`config.mk`:
```
export PLATFORM = sky130hd
export DESIGN_NAME = eight_bit_timer_channel
export DESIGN_NICKNAME = d
export VERILOG_FILES = /design/src/rtl/timer_channel_pkg.sv /design/src/rtl/tick_select.sv /design/src/rtl/eight_bit_timer_channel.sv
export SDC_FILE = /design/constraint.sdc
export NUM_CORES = 1
export LEC_CHECK = 0
export BUFFER_PORTS_ARGS = -buffer_cell sky130_fd_sc_hd__buf_4
export CAP_MARGIN = 20
export CORE_ASPECT_RATIO = 1.4
export CORE_MARGIN = 1.5
export CORE_UTILIZATION = 35
export DETAILED_ROUTE_END_ITERATION = 6
export HOLD_SLACK_MARGIN = 0.08
export REMOVE_ABC_BUFFERS = 1
export SLEW_MARGIN = 20
export SYNTH_ARGS = -nofsm -noshare
export SYNTH_HDL_FRONTEND = slang
export SYNTH_SLANG_ARGS = --single-unit
```
`constraint.sdc`:
```
create_clock -name mclk -period 3.4 [get_ports mclk]
set_input_delay 0.51 -clock mclk [delete_from_list [all_inputs] [get_ports mclk]]
set_output_delay 0.51 -clock mclk [all_outputs]
set_load 0.1 [all_outputs]
```
`src/rtl/timer_channel_pkg.sv`:
```
package timer_channel_pkg;

  // ****************************************************
  // register map
  // ****************************************************
  localparam logic [1:0] CTRL_ADDR    = 2'h0;
  localparam logic [1:0] COMPARE_ADDR = 2'h1;
  localparam logic [1:0] DUTY_ADDR    = 2'h2;
  localparam logic [1:0] STATUS_ADDR  = 2'h3;

  localparam logic [7:0] CTRL_RESET    = 8'h00;
  localparam logic [7:0] COMPARE_RESET = 8'hFF;
  localparam logic [7:0] DUTY_RESET    = 8'hFF;

  // ****************************************************
  // control fields
  // ****************************************************
  localparam int MODE_LSB   = 0;
  localparam int MODE_MSB   = 2;
  localparam int RUN_BIT    = 3;
  localparam int SRC_LSB    = 4;
  localparam int SRC_MSB    = 6;
  localparam int FLOP_BIT   = 7;
  localparam int STAT_FLOP  = 0;
  localparam int STAT_RUN   = 1;

  localparam logic [2:0] MODE_TIMER   = 3'h0;
  localparam logic [2:0] MODE_DIVIDER = 3'h1;
  localparam logic [2:0] MODE_PWM     = 3'h2;
  localparam logic [2:0] MODE_EVENT   = 3'h3;

  localparam logic [2:0] SRC_DIV11 = 3'h0;
  localparam logic [2:0] SRC_DIV7  = 3'h1;
  localparam logic [2:0] SRC_DIV5  = 3'h2;
  localparam logic [2:0] SRC_DIV3  = 3'h3;
  localparam logic [2:0] SRC_SUB   = 3'h4;
  localparam logic [2:0] SRC_DIV1  = 3'h5;
  localparam logic [2:0] SRC_MAIN  = 3'h6;

  localparam logic [7:0] COUNT_TOP = 8'hFF;

endpackage

```
`src/rtl/tick_select.sv`:
```
`timescale 1ns/1ns
`default_nettype none
module tick_select
(
  input  wire logic       mclk,            // clock
  input  wire logic       rst,             // async reset
  input  wire logic       ce,              // clock enable
  input  wire logic [2:0] mode,            // operating mode
  input  wire logic [2:0] src,             // source select
  input  wire logic       tapSelect,       // prescaler_tap_select
  input  wire logic       slowRunMode,     // slow_run_mode or slow_idle_mode
  input  wire logic       tickDiv11,       // main / 2^11 pulse
  input  wire logic       tickDiv7,        // main / 2^7 pulse
  input  wire logic       tickDiv5,        // main / 2^5 pulse
  input  wire logic       tickDiv3,        // main / 2^3 pulse
  input  wire logic       tickSub8,        // sub / 8 pulse
  input  wire logic       tickSub,         // sub clock pulse
  input  wire logic       tickDiv1,        // main / 2 pulse
  input  wire logic       eventInputPin,   // external event level
  output logic            tick             // count enable
);

  logic eventLast;
  logic eventFall;
  logic isPwm;
  logic slowTap;
  logic intTick;

  // ****************************************************
  // source selection
  // ****************************************************
  assign isPwm     = (mode == timer_channel_pkg::MODE_PWM);
  assign slowTap   = slowRunMode | tapSelect;
  assign eventFall = eventLast & ~eventInputPin;

  always_comb
  begin
    intTick = 1'b0;
    unique case (src)
      timer_channel_pkg::SRC_DIV11: intTick = slowTap ? tickSub8 : tickDiv11;
      timer_channel_pkg::SRC_DIV7:  intTick = ~slowRunMode & tickDiv7;
      timer_channel_pkg::SRC_DIV5:  intTick = ~slowRunMode & tickDiv5;
      timer_channel_pkg::SRC_DIV3:  intTick = ~slowRunMode & tickDiv3;
      timer_channel_pkg::SRC_SUB:   intTick = isPwm & tickSub;
      timer_channel_pkg::SRC_DIV1:  intTick = isPwm & ~slowRunMode & tickDiv1;
      timer_channel_pkg::SRC_MAIN:  intTick = isPwm & ~slowRunMode;
      default:                      intTick = 1'b0;
    endcase
  end

  assign tick = (mode == timer_channel_pkg::MODE_EVENT) ? eventFall : intTick;

  always_ff @(posedge mclk or posedge rst)
  begin
    if (rst)
      eventLast <= 1'b0;
    else if (ce)
      eventLast <= eventInputPin;
  end

endmodule // tick_select
`default_nettype wire

```
`src/rtl/eight_bit_timer_channel.sv`:
```
`timescale 1ns/1ns
`default_nettype none
module eight_bit_timer_channel
(
  input  wire logic       mclk,               // clock, 10 MHz
  input  wire logic       rst,                // async reset, active high
  input  wire logic       ce,                 // clock enable
  input  wire logic [1:0] addr,               // register address
  input  wire logic [7:0] wdata,              // write data
  input  wire logic       wr,                 // write strobe
  input  wire logic       rd,                 // read strobe
  output logic      [7:0] rdata,              // read data, cycle after rd
  input  wire logic       prescalerTapSelect, // main/2^11 replaced by sub/8
  input  wire logic       slowRunMode,        // slow run or slow idle
  input  wire logic       tickDiv11,          // main / 2^11 pulse
  input  wire logic       tickDiv7,           // main / 2^7 pulse
  input  wire logic       tickDiv5,           // main / 2^5 pulse
  input  wire logic       tickDiv3,           // main / 2^3 pulse
  input  wire logic       tickSub8,           // sub / 8 pulse
  input  wire logic       tickSub,            // sub clock pulse
  input  wire logic       tickDiv1,           // main / 2 pulse
  input  wire logic       eventInputPin,      // external event input
  output logic            matchIrq,           // one-cycle interrupt pulse
  output logic            dividerOutPin,      // inverted flop
  output logic            pwmOutPin           // inverted flop
);

  logic [7:0] channelControlReg;
  logic [7:0] compareValueReg;
  logic [7:0] pwmDutyReg;
  logic [7:0] dutyActive;
  logic [7:0] count;
  logic       flop;
  logic       tick;

  logic [2:0] mode;
  logic [2:0] src;
  logic       running;
  logic       isPwm;
  logic       isMatchMode;
  logic [7:0] countInc;
  logic       cmpHit;
  logic       dutyHit;
  logic       overflow;
  logic       clearEvent;
  logic       wrCtrl;
  logic       wrCompare;
  logic       wrDuty;
  logic       flopLoad;
  logic       dutyTransfer;
  logic [7:0] next_count;
  logic       next_flop;
  logic [7:0] readMux;

  // ****************************************************
  // decode
  // ****************************************************
  assign mode        = channelControlReg[timer_channel_pkg::MODE_MSB:timer_channel_pkg::MODE_LSB];
  assign src         = channelControlReg[timer_channel_pkg::SRC_MSB:timer_channel_pkg::SRC_LSB];
  assign running     = channelControlReg[timer_channel_pkg::RUN_BIT];
  assign isPwm       = (mode == timer_channel_pkg::MODE_PWM);
  assign isMatchMode = (mode == timer_channel_pkg::MODE_TIMER) |
                       (mode == timer_channel_pkg::MODE_DIVIDER) |
                       (mode == timer_channel_pkg::MODE_EVENT);

  assign wrCtrl    = wr & (addr == timer_channel_pkg::CTRL_ADDR);
  assign wrCompare = wr & (addr == timer_channel_pkg::COMPARE_ADDR);
  assign wrDuty    = wr & (addr == timer_channel_pkg::DUTY_ADDR);

  // ****************************************************
  // counting
  // ****************************************************
  assign countInc   = count + 8'h01;
  assign cmpHit     = running & tick & isMatchMode & (countInc == compareValueReg);
  assign dutyHit    = running & tick & isPwm & (countInc == dutyActive);
  assign overflow   = running & tick & isPwm & (count == timer_channel_pkg::COUNT_TOP);
  assign clearEvent = cmpHit | overflow;

  // initial bit loads only from a control write made while already stopped
  assign flopLoad     = wrCtrl & ~running;
  assign dutyTransfer = overflow | (wrDuty & ~running);

  always_comb
  begin
    next_count = count;
    if (!running)
      next_count = 8'h00;
    else if (clearEvent)
      next_count = 8'h00;
    else if (tick & (isMatchMode | isPwm))
      next_count = countInc;
  end

  always_comb
  begin
    next_flop = flop;
    if (flopLoad)
      next_flop = wdata[timer_channel_pkg::FLOP_BIT];
    else if (cmpHit & (mode == timer_channel_pkg::MODE_DIVIDER))
      next_flop = ~flop;
    else if (dutyHit ^ overflow)
      next_flop = ~flop;
  end

  always_ff @(posedge mclk or posedge rst)
  begin
    if (rst)
    begin
      count    <= 8'h00;
      flop     <= 1'b0;
      matchIrq <= 1'b0;
    end
    else if (ce)
    begin
      count    <= next_count;
      flop     <= next_flop;
      matchIrq <= clearEvent;
    end
  end

  // ****************************************************
  // registers
  // ****************************************************
  always_ff @(posedge mclk or posedge rst)
  begin
    if (rst)
    begin
      channelControlReg <= timer_channel_pkg::CTRL_RESET;
      compareValueReg   <= timer_channel_pkg::COMPARE_RESET;
      pwmDutyReg        <= timer_channel_pkg::DUTY_RESET;
    end
    else if (ce)
    begin
      if (wrCtrl)
        channelControlReg <= wdata;
      if (wrCompare)
        compareValueReg <= wdata;
      if (wrDuty)
        pwmDutyReg <= wdata;
    end
  end

  always_ff @(posedge mclk or posedge rst)
  begin
    if (rst)
      dutyActive <= timer_channel_pkg::DUTY_RESET;
    else if (ce & dutyTransfer)
      dutyActive <= (wrDuty & ~running) ? wdata : pwmDutyReg;
  end

  // ****************************************************
  // read port
  // ****************************************************
  always_comb
  begin
    readMux = 8'h00;
    unique case (addr)
      timer_channel_pkg::CTRL_ADDR:    readMux = channelControlReg;
      timer_channel_pkg::COMPARE_ADDR: readMux = compareValueReg;
      timer_channel_pkg::DUTY_ADDR:    readMux = (isPwm & running) ? dutyActive : pwmDutyReg;
      timer_channel_pkg::STATUS_ADDR:  readMux = count;
    endcase
  end

  always_ff @(posedge mclk or posedge rst)
  begin
    if (rst)
      rdata <= 8'h00;
    else if (ce & rd)
      rdata <= readMux;
  end

  // ****************************************************
  // pins
  // ****************************************************
  assign dividerOutPin = ~flop;
  assign pwmOutPin     = ~flop;

  tick_select ticks
  (
    .mclk          (mclk),
    .rst           (rst),
    .ce            (ce),
    .mode          (mode),
    .src           (src),
    .tapSelect     (prescalerTapSelect),
    .slowRunMode   (slowRunMode),
    .tickDiv11     (tickDiv11),
    .tickDiv7      (tickDiv7),
    .tickDiv5      (tickDiv5),
    .tickDiv3      (tickDiv3),
    .tickSub8      (tickSub8),
    .tickSub       (tickSub),
    .tickDiv1      (tickDiv1),
    .eventInputPin (eventInputPin),
    .tick          (tick)
  );

endmodule // eight_bit_timer_channel
`default_nettype wire

```
==> reports/qor.yml, run 1 <==
clock_network:
  numCtsBuffers: 5
  cts_resized: 0
  cts_setup_buffers: 0
  root_buffer: "clkbuf_16"
  htreeDepth: 2
  cts_tree: "done"
  insertion_delay_ns: 0.29
  clockBufferDepth: 2
  hold_buffers: 0
  cts_sinks: 51
  clk_pin_slew_ns: 0.08
yosys:
  yosysUniqueCellTypes: 59
  synth_flop_cell: "dfrtp_1"
  yosys.area.top_type: "dfrtp_1"
  syn_inst: 271
  synthArstFlopShare_pct: 100
  synth.most_common_cell: "mux2_2"
  synth_area_leaders: "dfrtp_1, dfstp_2, mux2_2"
  synth_top_area_share_pct: 21.4
  synth-seq-cells: 51
  synth.avg_cell_area_um2: 11.7
  syn_area_mm2: 0.00316
  synth_edf_count: 0
  yosysWarnings: 0
  synth_commonest_cells: "mux2_2, dfrtp_1, dfstp_2"
  yosysSeqAreaShare_pct: 41.3
global_routing:
  first_global_vias: 2396
  grt_usage_pct: 16.7
  grt_pass1_wl_mm: 12.6
  antenna_found_initial: 0
  grt_max_degree: 37
  grt_remaining_overflow: 0
drt:
  remaining_drc_errors: 0
  vias: 2290
  firstDrtPassIters: 4
  postRouteAntennaNets: 0
  wl_per_cell_um: 18.9
  via_per_inst: 5.59
  drt-total-wl_mm: 7.75
  drtIter0Drc: 132
floorplan:
  die-height_um: 115
  dieArea_mm2: 0.00961
  core_area_mm2: 0.00866
  io_pins: 36
  start_util_pct: 36.5
  dieWidth_um: 83.3
  num_rows: 40
timing:
  slew_violations: 0
  worst_pin_slew_ns: 0.775
  finalHoldViolations: 0
  fin_crit_ns: 2.72
  setup_violations: 0
  fin_tns_setup_ns: 0
  fin_crit_sh_pct: 79.9
  setup_ws_ns: 0.683
  clock_skew_ns: 0.00972
  rsz0062_at_grt: "false"
  max_freq_mhz: 368
  slew_headroom_pct: 48.3
job:
  cap_violations: 0
worst_setup_path:
  arrival_ns: 2.89
  worst_path_most_repeated_cell: "and3_4"
  critPathMaxFanout: 8
  critPathKind: "reg -> reg"
  slowest_delay_ns: 0.49
  worstPathRequired_ns: 3.57
  worst_setup_path_end_kind: "flop"
  path_cells: "ha_1 > and3_4 > and3_4 > nor2_2 > a221oi_1 > and4_1 > a21oi_4 > and3_1 > mux2_2"
  start_kind: "flop"
  cp_slowest_cell: "dfrtp_1"
final_layout:
  n_antenna_cell: 0
  design_area_mm2: 0.00366
  nets: 330
  drive_gt1_share_pct: 44.6
  area_growth_pct: 15.9
  fin_cells: 410
placement:
  postPlaceCellArea_mm2: 0.00351
  placed_cells: 402
  place.port_buffers: 35
  place_congestion: 0.883
  dp_hpwl_mm: 5.83
  preCtsSetupSlack_ns: 0.699
power:
  p_per_area_mw_per_mm2: 608
  max-vdd-ir-drop_uv: 332
  p_leak_uw: 0.00150
worst_hold_path:
  hp-class: "in -> async"
outcome:
  status: "complete, no violations"
==> per-stage QoR <==
stage	hold slack [ns]	power (µW)	util [%]
final	0.361	2230	42.3
after global routing	0.422	2340	42.3
after detailed placement	0.491	1720	40.5
after floorplan	0.470	1500	-
after CTS	0.380	2250	42.3
after global placement	0.483	1710	40.5
==> flip-flops by register name, summed over array words and instances, names as in the netlist <==
signal	flops
channelControlReg	8
compareValueReg	8
count	8
dutyActive	8
pwmDutyReg	8
rdata	8
flop	1
matchIrq	1
ticks.eventLast	1
==> per-layer routing <==
layer | GRT usage (%) | vias up | routed length, µm
met3 | 2.56 | 21 | 235
met5 | 0 | - | 0
li1 | - | 1070 | -
met4 | 8.00 | 0 | 340
met1 | 19.6 | 1133 | 3180
met2 | 30.1 | 66 | 3990
==> final timing paths <==
| path | from | cells past startpoint | end | slack (ns) |
|---|---|---|---|---|
| max in group asynchronous | rst | 3 | dutyActive[5] | 2.26 |
| min in group mclk | wdata[5] | 3 | channelControlReg[5] | 0.46 |
| min | rst | 2 | channelControlReg[1] | 0.36 |
| max reg2reg | count[0] | 9 | count[0] | 0.68 |
| max | count[0] | 9 | count[0] | 0.68 |
| min reg2reg | dutyActive[5] | 2 | dutyActive[5] | 0.50 |
==> placed cells by master (no fill, tap or decap), types with 3 or more instances in the layout <==
cell type / netlist / final
a22o_1: 7 / 7
mux2i_1: 9 / 9
o21ai_0: 13 / 13
xor2_1: 6 / 6
nor3_1: 3 / 3
nor3b_1: 4 / 3
mux2_2: 41 / 41
o21ai_1: 3 / 3
dfrtp_1: 27 / 27
nand2_1: 15 / 15
nand4b_1: 3 / 3
buf_4: 3 / 39
mux4_2: 8 / 8
dfstp_2: 24 / 24
xnor2_1: 20 / 20
inv_1: 8 / 7
nand3_1: 4 / 4
and3_1: 3 / 3
clkbuf_16: 0 / 5
a21o_1: 6 / 6
nor2_1: 10 / 10
a21oi_1: 4 / 4
==> power by group <==
| part | total, µW | switching (µW) | leakage (µW) | internal [µW] |
|---|---|---|---|---|
| registers | 914 | 133 | 0.000595 | 781 |
| logic | 790 | 465 | 0.000826 | 324 |
| clock network | 525 | 244 | 0.0000759 | 281 |
| total | 2230 | 842 | 0.00150 | 1390 |
==> critical path, delay by kind of cell, from the launching register on <==
family / cells / cell delay (ns)
and+or+nand+nor: 5 / 1.13
DFF: 1 / 0.49
adders and majority gates: 1 / 0.37
AOI/OAI and AO/OA: 2 / 0.31
muxes: 1 / 0.30
==> cell type report <==
| cell class | count | area, µm² |
|---|---|---|
| clock inverter | 3 | 28.8 |
| tap | 105 | 131 |
| multi-input combinational | 199 | 1750 |
| clock buffer | 5 | 125 |
| sequential | 51 | 1310 |
| fill | 838 | 5000 |
| timing repair buffer | 39 | 293 |
| inverter | 8 | 30.0 |
==> logic make-up after synthesis <==
logic type,Yosys count,synth area share [%]
flip-flops,51,41.3
AND/OR/NAND/NOR,66,13.5
AO/OA/AOI/OAI,48,10.9
XOR/XNOR,26,7.21
buffers and inverters,21,3.49
adder cells (fa/ha/maj),1,0.396
multiplexers,58,23.2
(Power assumes the default switching activity.)
==> inputs of run 2 (changes only) <==
==> constraint.sdc (replaced) <==
create_clock -name mclk -period 2.35 [get_ports mclk]
set_input_delay 0.3525 -clock mclk [delete_from_list [all_inputs] [get_ports mclk]]
set_output_delay 0.3525 -clock mclk [all_outputs]
set_load 0.1 [all_outputs]
==> reports/qor.yml, run 2 (synthesis gave the netlist of run 1 again) <==
outcome:
  status: "complete, no violations"
timing:
  slew_violations: 0  # unchanged
  fin_crit_sh_pct: 97.0  # +17 points
  max_freq_mhz: 439  # +19%
  finalHoldViolations: 0  # unchanged
  setup_violations: 0  # unchanged
  worst_pin_slew_ns: 0.591  # -0.184 ns
  fin_crit_ns: 2.28  # -0.437 ns
  fin_tns_setup_ns: 0  # unchanged
  slew_headroom_pct: 60.4  # +12 points
  clock_skew_ns: 0.00758  # -0.00214 ns
  rsz0062_at_grt: "true"
final_layout:
  nets: 357  # +8.2%
  final_common_cell: "buf_4"
  drive_gt1_share_pct: 53.9  # +9.3 points
  n_antenna_cell: 0  # unchanged
  area_growth_pct: 25.3
  design_area_mm2: 0.00396  # +8.1%
  layout_common_cells: "buf_4, mux2_2, dfrtp_1, dfstp_2, xnor2_1"
placement:
  place.port_buffers: 35  # unchanged
  dp_hpwl_mm: 6.01  # +3.0%
  postPlaceCellArea_mm2: 0.00371  # +5.7%
  place_congestion: 0.868  # -1.7%
floorplan:
  num_rows: 40  # unchanged
  start_util_pct: 36.5  # unchanged
  core_area_mm2: 0.00866  # unchanged
  dieArea_mm2: 0.00961  # unchanged
  dieWidth_um: 83.3  # unchanged
  io_pins: 36  # unchanged
  die-height_um: 115  # unchanged
power:
  p_per_area_mw_per_mm2: 840  # +38%
  p_leak_uw: 0.00165  # +10%
  max-vdd-ir-drop_uv: 462  # +39%
drt:
  postRouteAntennaNets: 0  # unchanged
  remaining_drc_errors: 0  # unchanged
  drtIter0Drc: 141  # +6.8%
  wl_per_cell_um: 18.6  # -1.8%
  vias: 2387  # +4.2%
  via_per_inst: 5.46  # -2.2%
  firstDrtPassIters: 4  # unchanged
  drt-total-wl_mm: 8.11  # +4.6%
global_routing:
  grt_usage_pct: 17.7  # +1.0 points
  antenna_found_initial: 0  # unchanged
  grt_pass1_wl_mm: 13.1  # +4.4%
  grt_max_degree: 52  # +41%
  grt_remaining_overflow: 0  # unchanged
  first_global_vias: 2509  # +4.7%
clock_network:
  insertion_delay_ns: 0.29  # about the same
  numCtsBuffers: 5  # unchanged
  cts_tree: "done"
  cts_sinks: 51  # unchanged
  root_buffer: "clkbuf_16"
  clockBufferDepth: 2  # unchanged
  clk_pin_slew_ns: 0.07  # about the same
  htreeDepth: 2  # unchanged
worst_setup_path:
  worst_setup_path_end_kind: "flop"
  critPathMaxFanout: 6  # -2
  cp_slowest_cell: "dfrtp_1"
  path_cells: "ha_2 > and3_4 > xnor2_1 > nor2_1 > nor4bb_2 > and4_1 > a21oi_4 > buf_4 > a21o_1 > a22o_1"
  start_kind: "flop"
  critPathKind: "reg -> reg"
  worstPathRequired_ns: 2.53  # -1.04 ns
  r2r_start: "count[1]"
  slowest_delay_ns: 0.39  # -0.10 ns
  r2r_slack_ns: 0.07  # -0.61 ns
  arrival_ns: 2.46  # -0.43 ns
  worstReg2RegEnd: "count[7]"
  ff2ff_path_depth: 10  # +1
job:
  cap_violations: 0  # unchanged
worst_hold_path:
  hp-class: "in -> async"
-- run 2: changes by cell type in the layout (fill, tap and decap cells not counted), sizes merged --
| cell | change |
|---|---|
| clkinv | -1 |
| inv | -1 |
| buf | +27 |
| clkinvlp | +1 |
| clkbuf | +1 |
-- run 2: worst max-delay path by stage --
stage                     startpoint  endpoint  slack, ns  depth (start not counted)
after floorplan             count[0]  count[0]      -0.02                          9
after global placement      count[4]      flop      -0.02                          8
after detailed placement    count[4]      flop      -0.04                          8
after CTS                   count[1]      flop      0.004                          9
after global routing        count[1]  count[3]      -0.04                         10
final                       count[1]  count[7]       0.07                         10
-- run 2: worst max-delay path, delay by kind of cell, from the launching register on --
kind	cells	cell delay [ns]
adder cells (fa/ha/maj)	1	0.20
buffers and inverters	1	0.15
flip-flops	1	0.39
AO/OA/AOI/OAI	3	0.42
XOR/XNOR	1	0.15
AND/OR/NAND/NOR	4	0.85
-- run 2: per-layer routing --
layer	up-vias	global-route usage, %	routed length [µm]
li1	1116	-	-
met1	1178	19.8	3060
met2	70	32.9	4350
met3	23	2.92	343
met4	0	8.56	367
met5	-	0	0
-- run 2: final cells by class --
| cell class | count | area (µm²) |
|---|---|---|
| Sequential cell | 51 | 1310 |
| Inverter | 8 | 30.0 |
| Timing Repair Buffer | 66 | 508 |
| Fill cell | 819 | 4700 |
| Clock buffer | 6 | 139 |
| Tap cell | 105 | 131 |
| Clock inverter | 2 | 16.3 |
| Multi-Input combinational cell | 199 | 1830 |
-- run 2: power breakdown --
group          leakage, µW  total [µW]  internal [µW]  switching, µW
Clock            0.0000731         756            426            330
Combinational     0.000990        1270            544            729
Sequential        0.000590        1300           1130            167
-- run 2: repair_timing --
item	4_1_cts	5_1_grt
resized for setup	2	17
endpoints found under the setup margin	2	9
pin swaps	2	8
cloned	0	0
hold buffers	0	0
setup buffers	2	0
-- run 2: per-stage QoR --
stage,cells,power [µW],util (%),hold slack [ns],setup WS (ns)
final,437,3330,45.7,0.0996,0.0701
after global routing,437,3500,45.7,0.131,-0.0358
after CTS,437,3320,44.8,0.114,0.00410
after detailed placement,427,2550,42.8,0.431,-0.0374
after global placement,427,2530,42.8,0.429,-0.0208
after floorplan,258,2170,-,0.462,-0.0185
==> inputs of run 3 (changes only) <==
--- a/config.mk
+++ b/config.mk
@@ -5,7 +5,7 @@
 export SDC_FILE = /design/constraint.sdc
 export NUM_CORES = 1
 export LEC_CHECK = 0
-export BUFFER_PORTS_ARGS = -buffer_cell sky130_fd_sc_hd__buf_4
+export BUFFER_PORTS_ARGS = -buffer_cell sky130_fd_sc_hd__buf_2
 export CAP_MARGIN = 20
 export CORE_ASPECT_RATIO = 1.4
 export CORE_MARGIN = 1.5
==> reports/qor.yml, run 3 (synthesis gave the netlist of run 1 again) <==
outcome:
  status: "complete, no violations"
clock_network:
  hold_buffers: 0  # unchanged
  insertion_delay_ns: 0.29  # about the same
  root_buffer: "clkbuf_16"
  cts_sinks: 51  # unchanged
  htreeDepth: 2  # unchanged
  numCtsBuffers: 5  # unchanged
  cts_tree: "done"
  clockBufferDepth: 2  # unchanged
  clk_pin_slew_ns: 0.07  # about the same
power:
  p_per_area_mw_per_mm2: 849  # +1.1%
  p_leak_uw: 0.00163  # -1.2%
  max-vdd-ir-drop_uv: 670  # +45%
timing:
  rsz0062_at_grt: "true"
  finalHoldViolations: 0  # unchanged
  worst_pin_slew_ns: 0.676  # +0.0852 ns
  holdWs_ns: 0.238  # +0.138 ns
  fin_tns_setup_ns: 0  # unchanged
  max_freq_mhz: 432  # -1.5%
  fin_crit_ns: 2.32  # +0.0358 ns
  clock_skew_ns: 0.00315  # -0.00444 ns
  slew_violations: 0  # unchanged
  setup_violations: 0  # unchanged
  slew_headroom_pct: 54.9  # -5.5 points
  fin_crit_sh_pct: 98.5  # +1.5 points
worst_setup_path:
  critPathMaxFanout: 6  # unchanged
  ff2ff_path_depth: 10  # unchanged
  arrival_ns: 2.49  # +0.03 ns
  r2r_start: "count[1]"
  start_kind: "flop"
  r2r_slack_ns: 0.03  # -0.04 ns
  slowest_delay_ns: 0.38  # about the same
  critPathTopFamily: "simple AND/OR/NAND/NOR gates"
  worstReg2RegEnd: "count[6]"
  worst_setup_path_end_kind: "flop"
  critPathKind: "reg -> reg"
  path_cells: "ha_2 > and3_4 > xnor2_1 > nor2_1 > nor4bb_2 > and4_1 > a21oi_4 > buf_4 > a21o_1 > a22o_1"
  worst-path-buf-inv: 1  # unchanged
  worstPathRequired_ns: 2.53  # about the same
  cp_slowest_cell: "dfrtp_1"
final_layout:
  fillers: 820  # +0.12%
  design_area_mm2: 0.00387  # -2.3%
  regArea_mm2: 0.00131  # about the same
  multiInputGateArea_mm2: 0.00184  # +0.55%
  final_common_cell: "mux2_2"
  layout_common_cells: "mux2_2, buf_2, buf_4"
  area_growth_pct: 22.5
  n_antenna_cell: 0  # unchanged
  nets: 357  # unchanged
  drive_gt1_share_pct: 53.9  # unchanged
  fin_util_pct: 44.7  # -1.0 points
drt:
  wl_met2_mm: 4.20  # -3.2%
  wl_per_cell_um: 18.4  # -1.0%
  drt-total-wl_mm: 8.03  # -1.0%
  vias: 2382  # -0.21%
  routed.top_layer: "met4"
  via_per_inst: 5.45  # -0.21%
  drtIter0Drc: 153  # +8.5%
  firstDrtPassIters: 4  # unchanged
  routed-wl-met3_um: 305  # -11%
  remaining_drc_errors: 0  # unchanged
  wl_met1_mm: 3.28  # +7.2%
  postRouteAntennaNets: 0  # unchanged
floorplan:
  dieArea_mm2: 0.00961  # unchanged
  dieWidth_um: 83.3  # unchanged
  core_area_mm2: 0.00866  # unchanged
  die-height_um: 115  # unchanged
  io_pins: 36  # unchanged
  start_util_pct: 36.5  # unchanged
  num_rows: 40  # unchanged
global_routing:
  grt_remaining_overflow: 0  # unchanged
  grt_max_degree: 52  # unchanged
  grt_usage_pct: 16.9  # -0.80 points
  grt_pass1_wl_mm: 12.6  # -4.3%
  first_global_vias: 2387  # -4.9%
  antenna_found_initial: 0  # unchanged
job:
  cap_violations: 0  # unchanged
placement:
  postPlaceCellArea_mm2: 0.00361  # -2.7%
  place.port_buffers: 35  # unchanged
  dp_hpwl_mm: 5.89  # -2.0%
  place_congestion: 0.913  # +5.2%
worst_hold_path:
  hp-class: "in -> async"
==> run 3: cell count changes in the layout (fill, tap and decap cells not counted), sizes merged <==
| cell | previous run | this run |
|---|---|---|
| clkinvlp | 1 | 0 |
| clkbuf | 6 | 8 |
| clkinv | 1 | 0 |
==> run 3: worst max path at each step <==
stage / from / slack [ns] / cells past startpoint / to
5_1_grt: count[1] / -0.09 / 9 / flop
3_3_place_gp: count[4] / -0.03 / 8 / flop
4_1_cts: count[0] / 0.004 / 9 / count[0]
6_report: count[1] / 0.03 / 10 / count[6]
3_5_place_dp: count[4] / -0.05 / 8 / flop
2_1_floorplan: count[0] / -0.02 / 9 / count[0]
==> run 3: worst reg2reg max path: stages (launching register included) <==
cell and delay, ns:
dfrtp_1 0.38, ha_2 0.22, and3_4 0.20, xnor2_1 0.15, nor2_1 0.13, nor4bb_2 0.25, and4_1 0.28, a21oi_4 0.07
buf_4 0.16, a21o_1 0.19, a22o_1 0.17
==> run 3: final cells by class <==
class                   count  area share (%)
inverters                   8           0.776
multi-input cells         199            47.4
repair buffers             66            10.5
flip-flops and latches     51            33.8
clock buffers               8            4.04
well taps                 105            3.39
==> run 3: stage by stage <==
stage	cells	total power, µW	setup slack [ns]
6_report	437	3290	0.0343
5_1_grt	437	3440	-0.0932
4_1_cts	435	3280	0.00426
3_5_place_dp	427	2500	-0.0460
3_3_place_gp	427	2480	-0.0326
2_1_floorplan	258	2170	-0.0185
==> run 3: where the power goes <==
group	switching (µW)	internal (µW)	total (µW)
Sequential	155	1130	1280
Clock	314	454	768
Combinational	739	495	1230
Total	1210	2080	3290
==> run 3: what timing repair did <==
action                                 in CTS  in global routing
setup buffers                               0                  2
endpoints found under the hold margin       0                  0
pin swaps                                   0                  5
gates resized for setup                     1                 19
setup endpoints to repair                   1                  9
==> run 3: metal layers <==
metal / GRT usage (%) / up-vias
li1: - / 1116
met1: 20.2 / 1188
met2: 30.7 / 63
met3: 2.42 / 15
met4: 7.00 / 0
met5: 0 / -
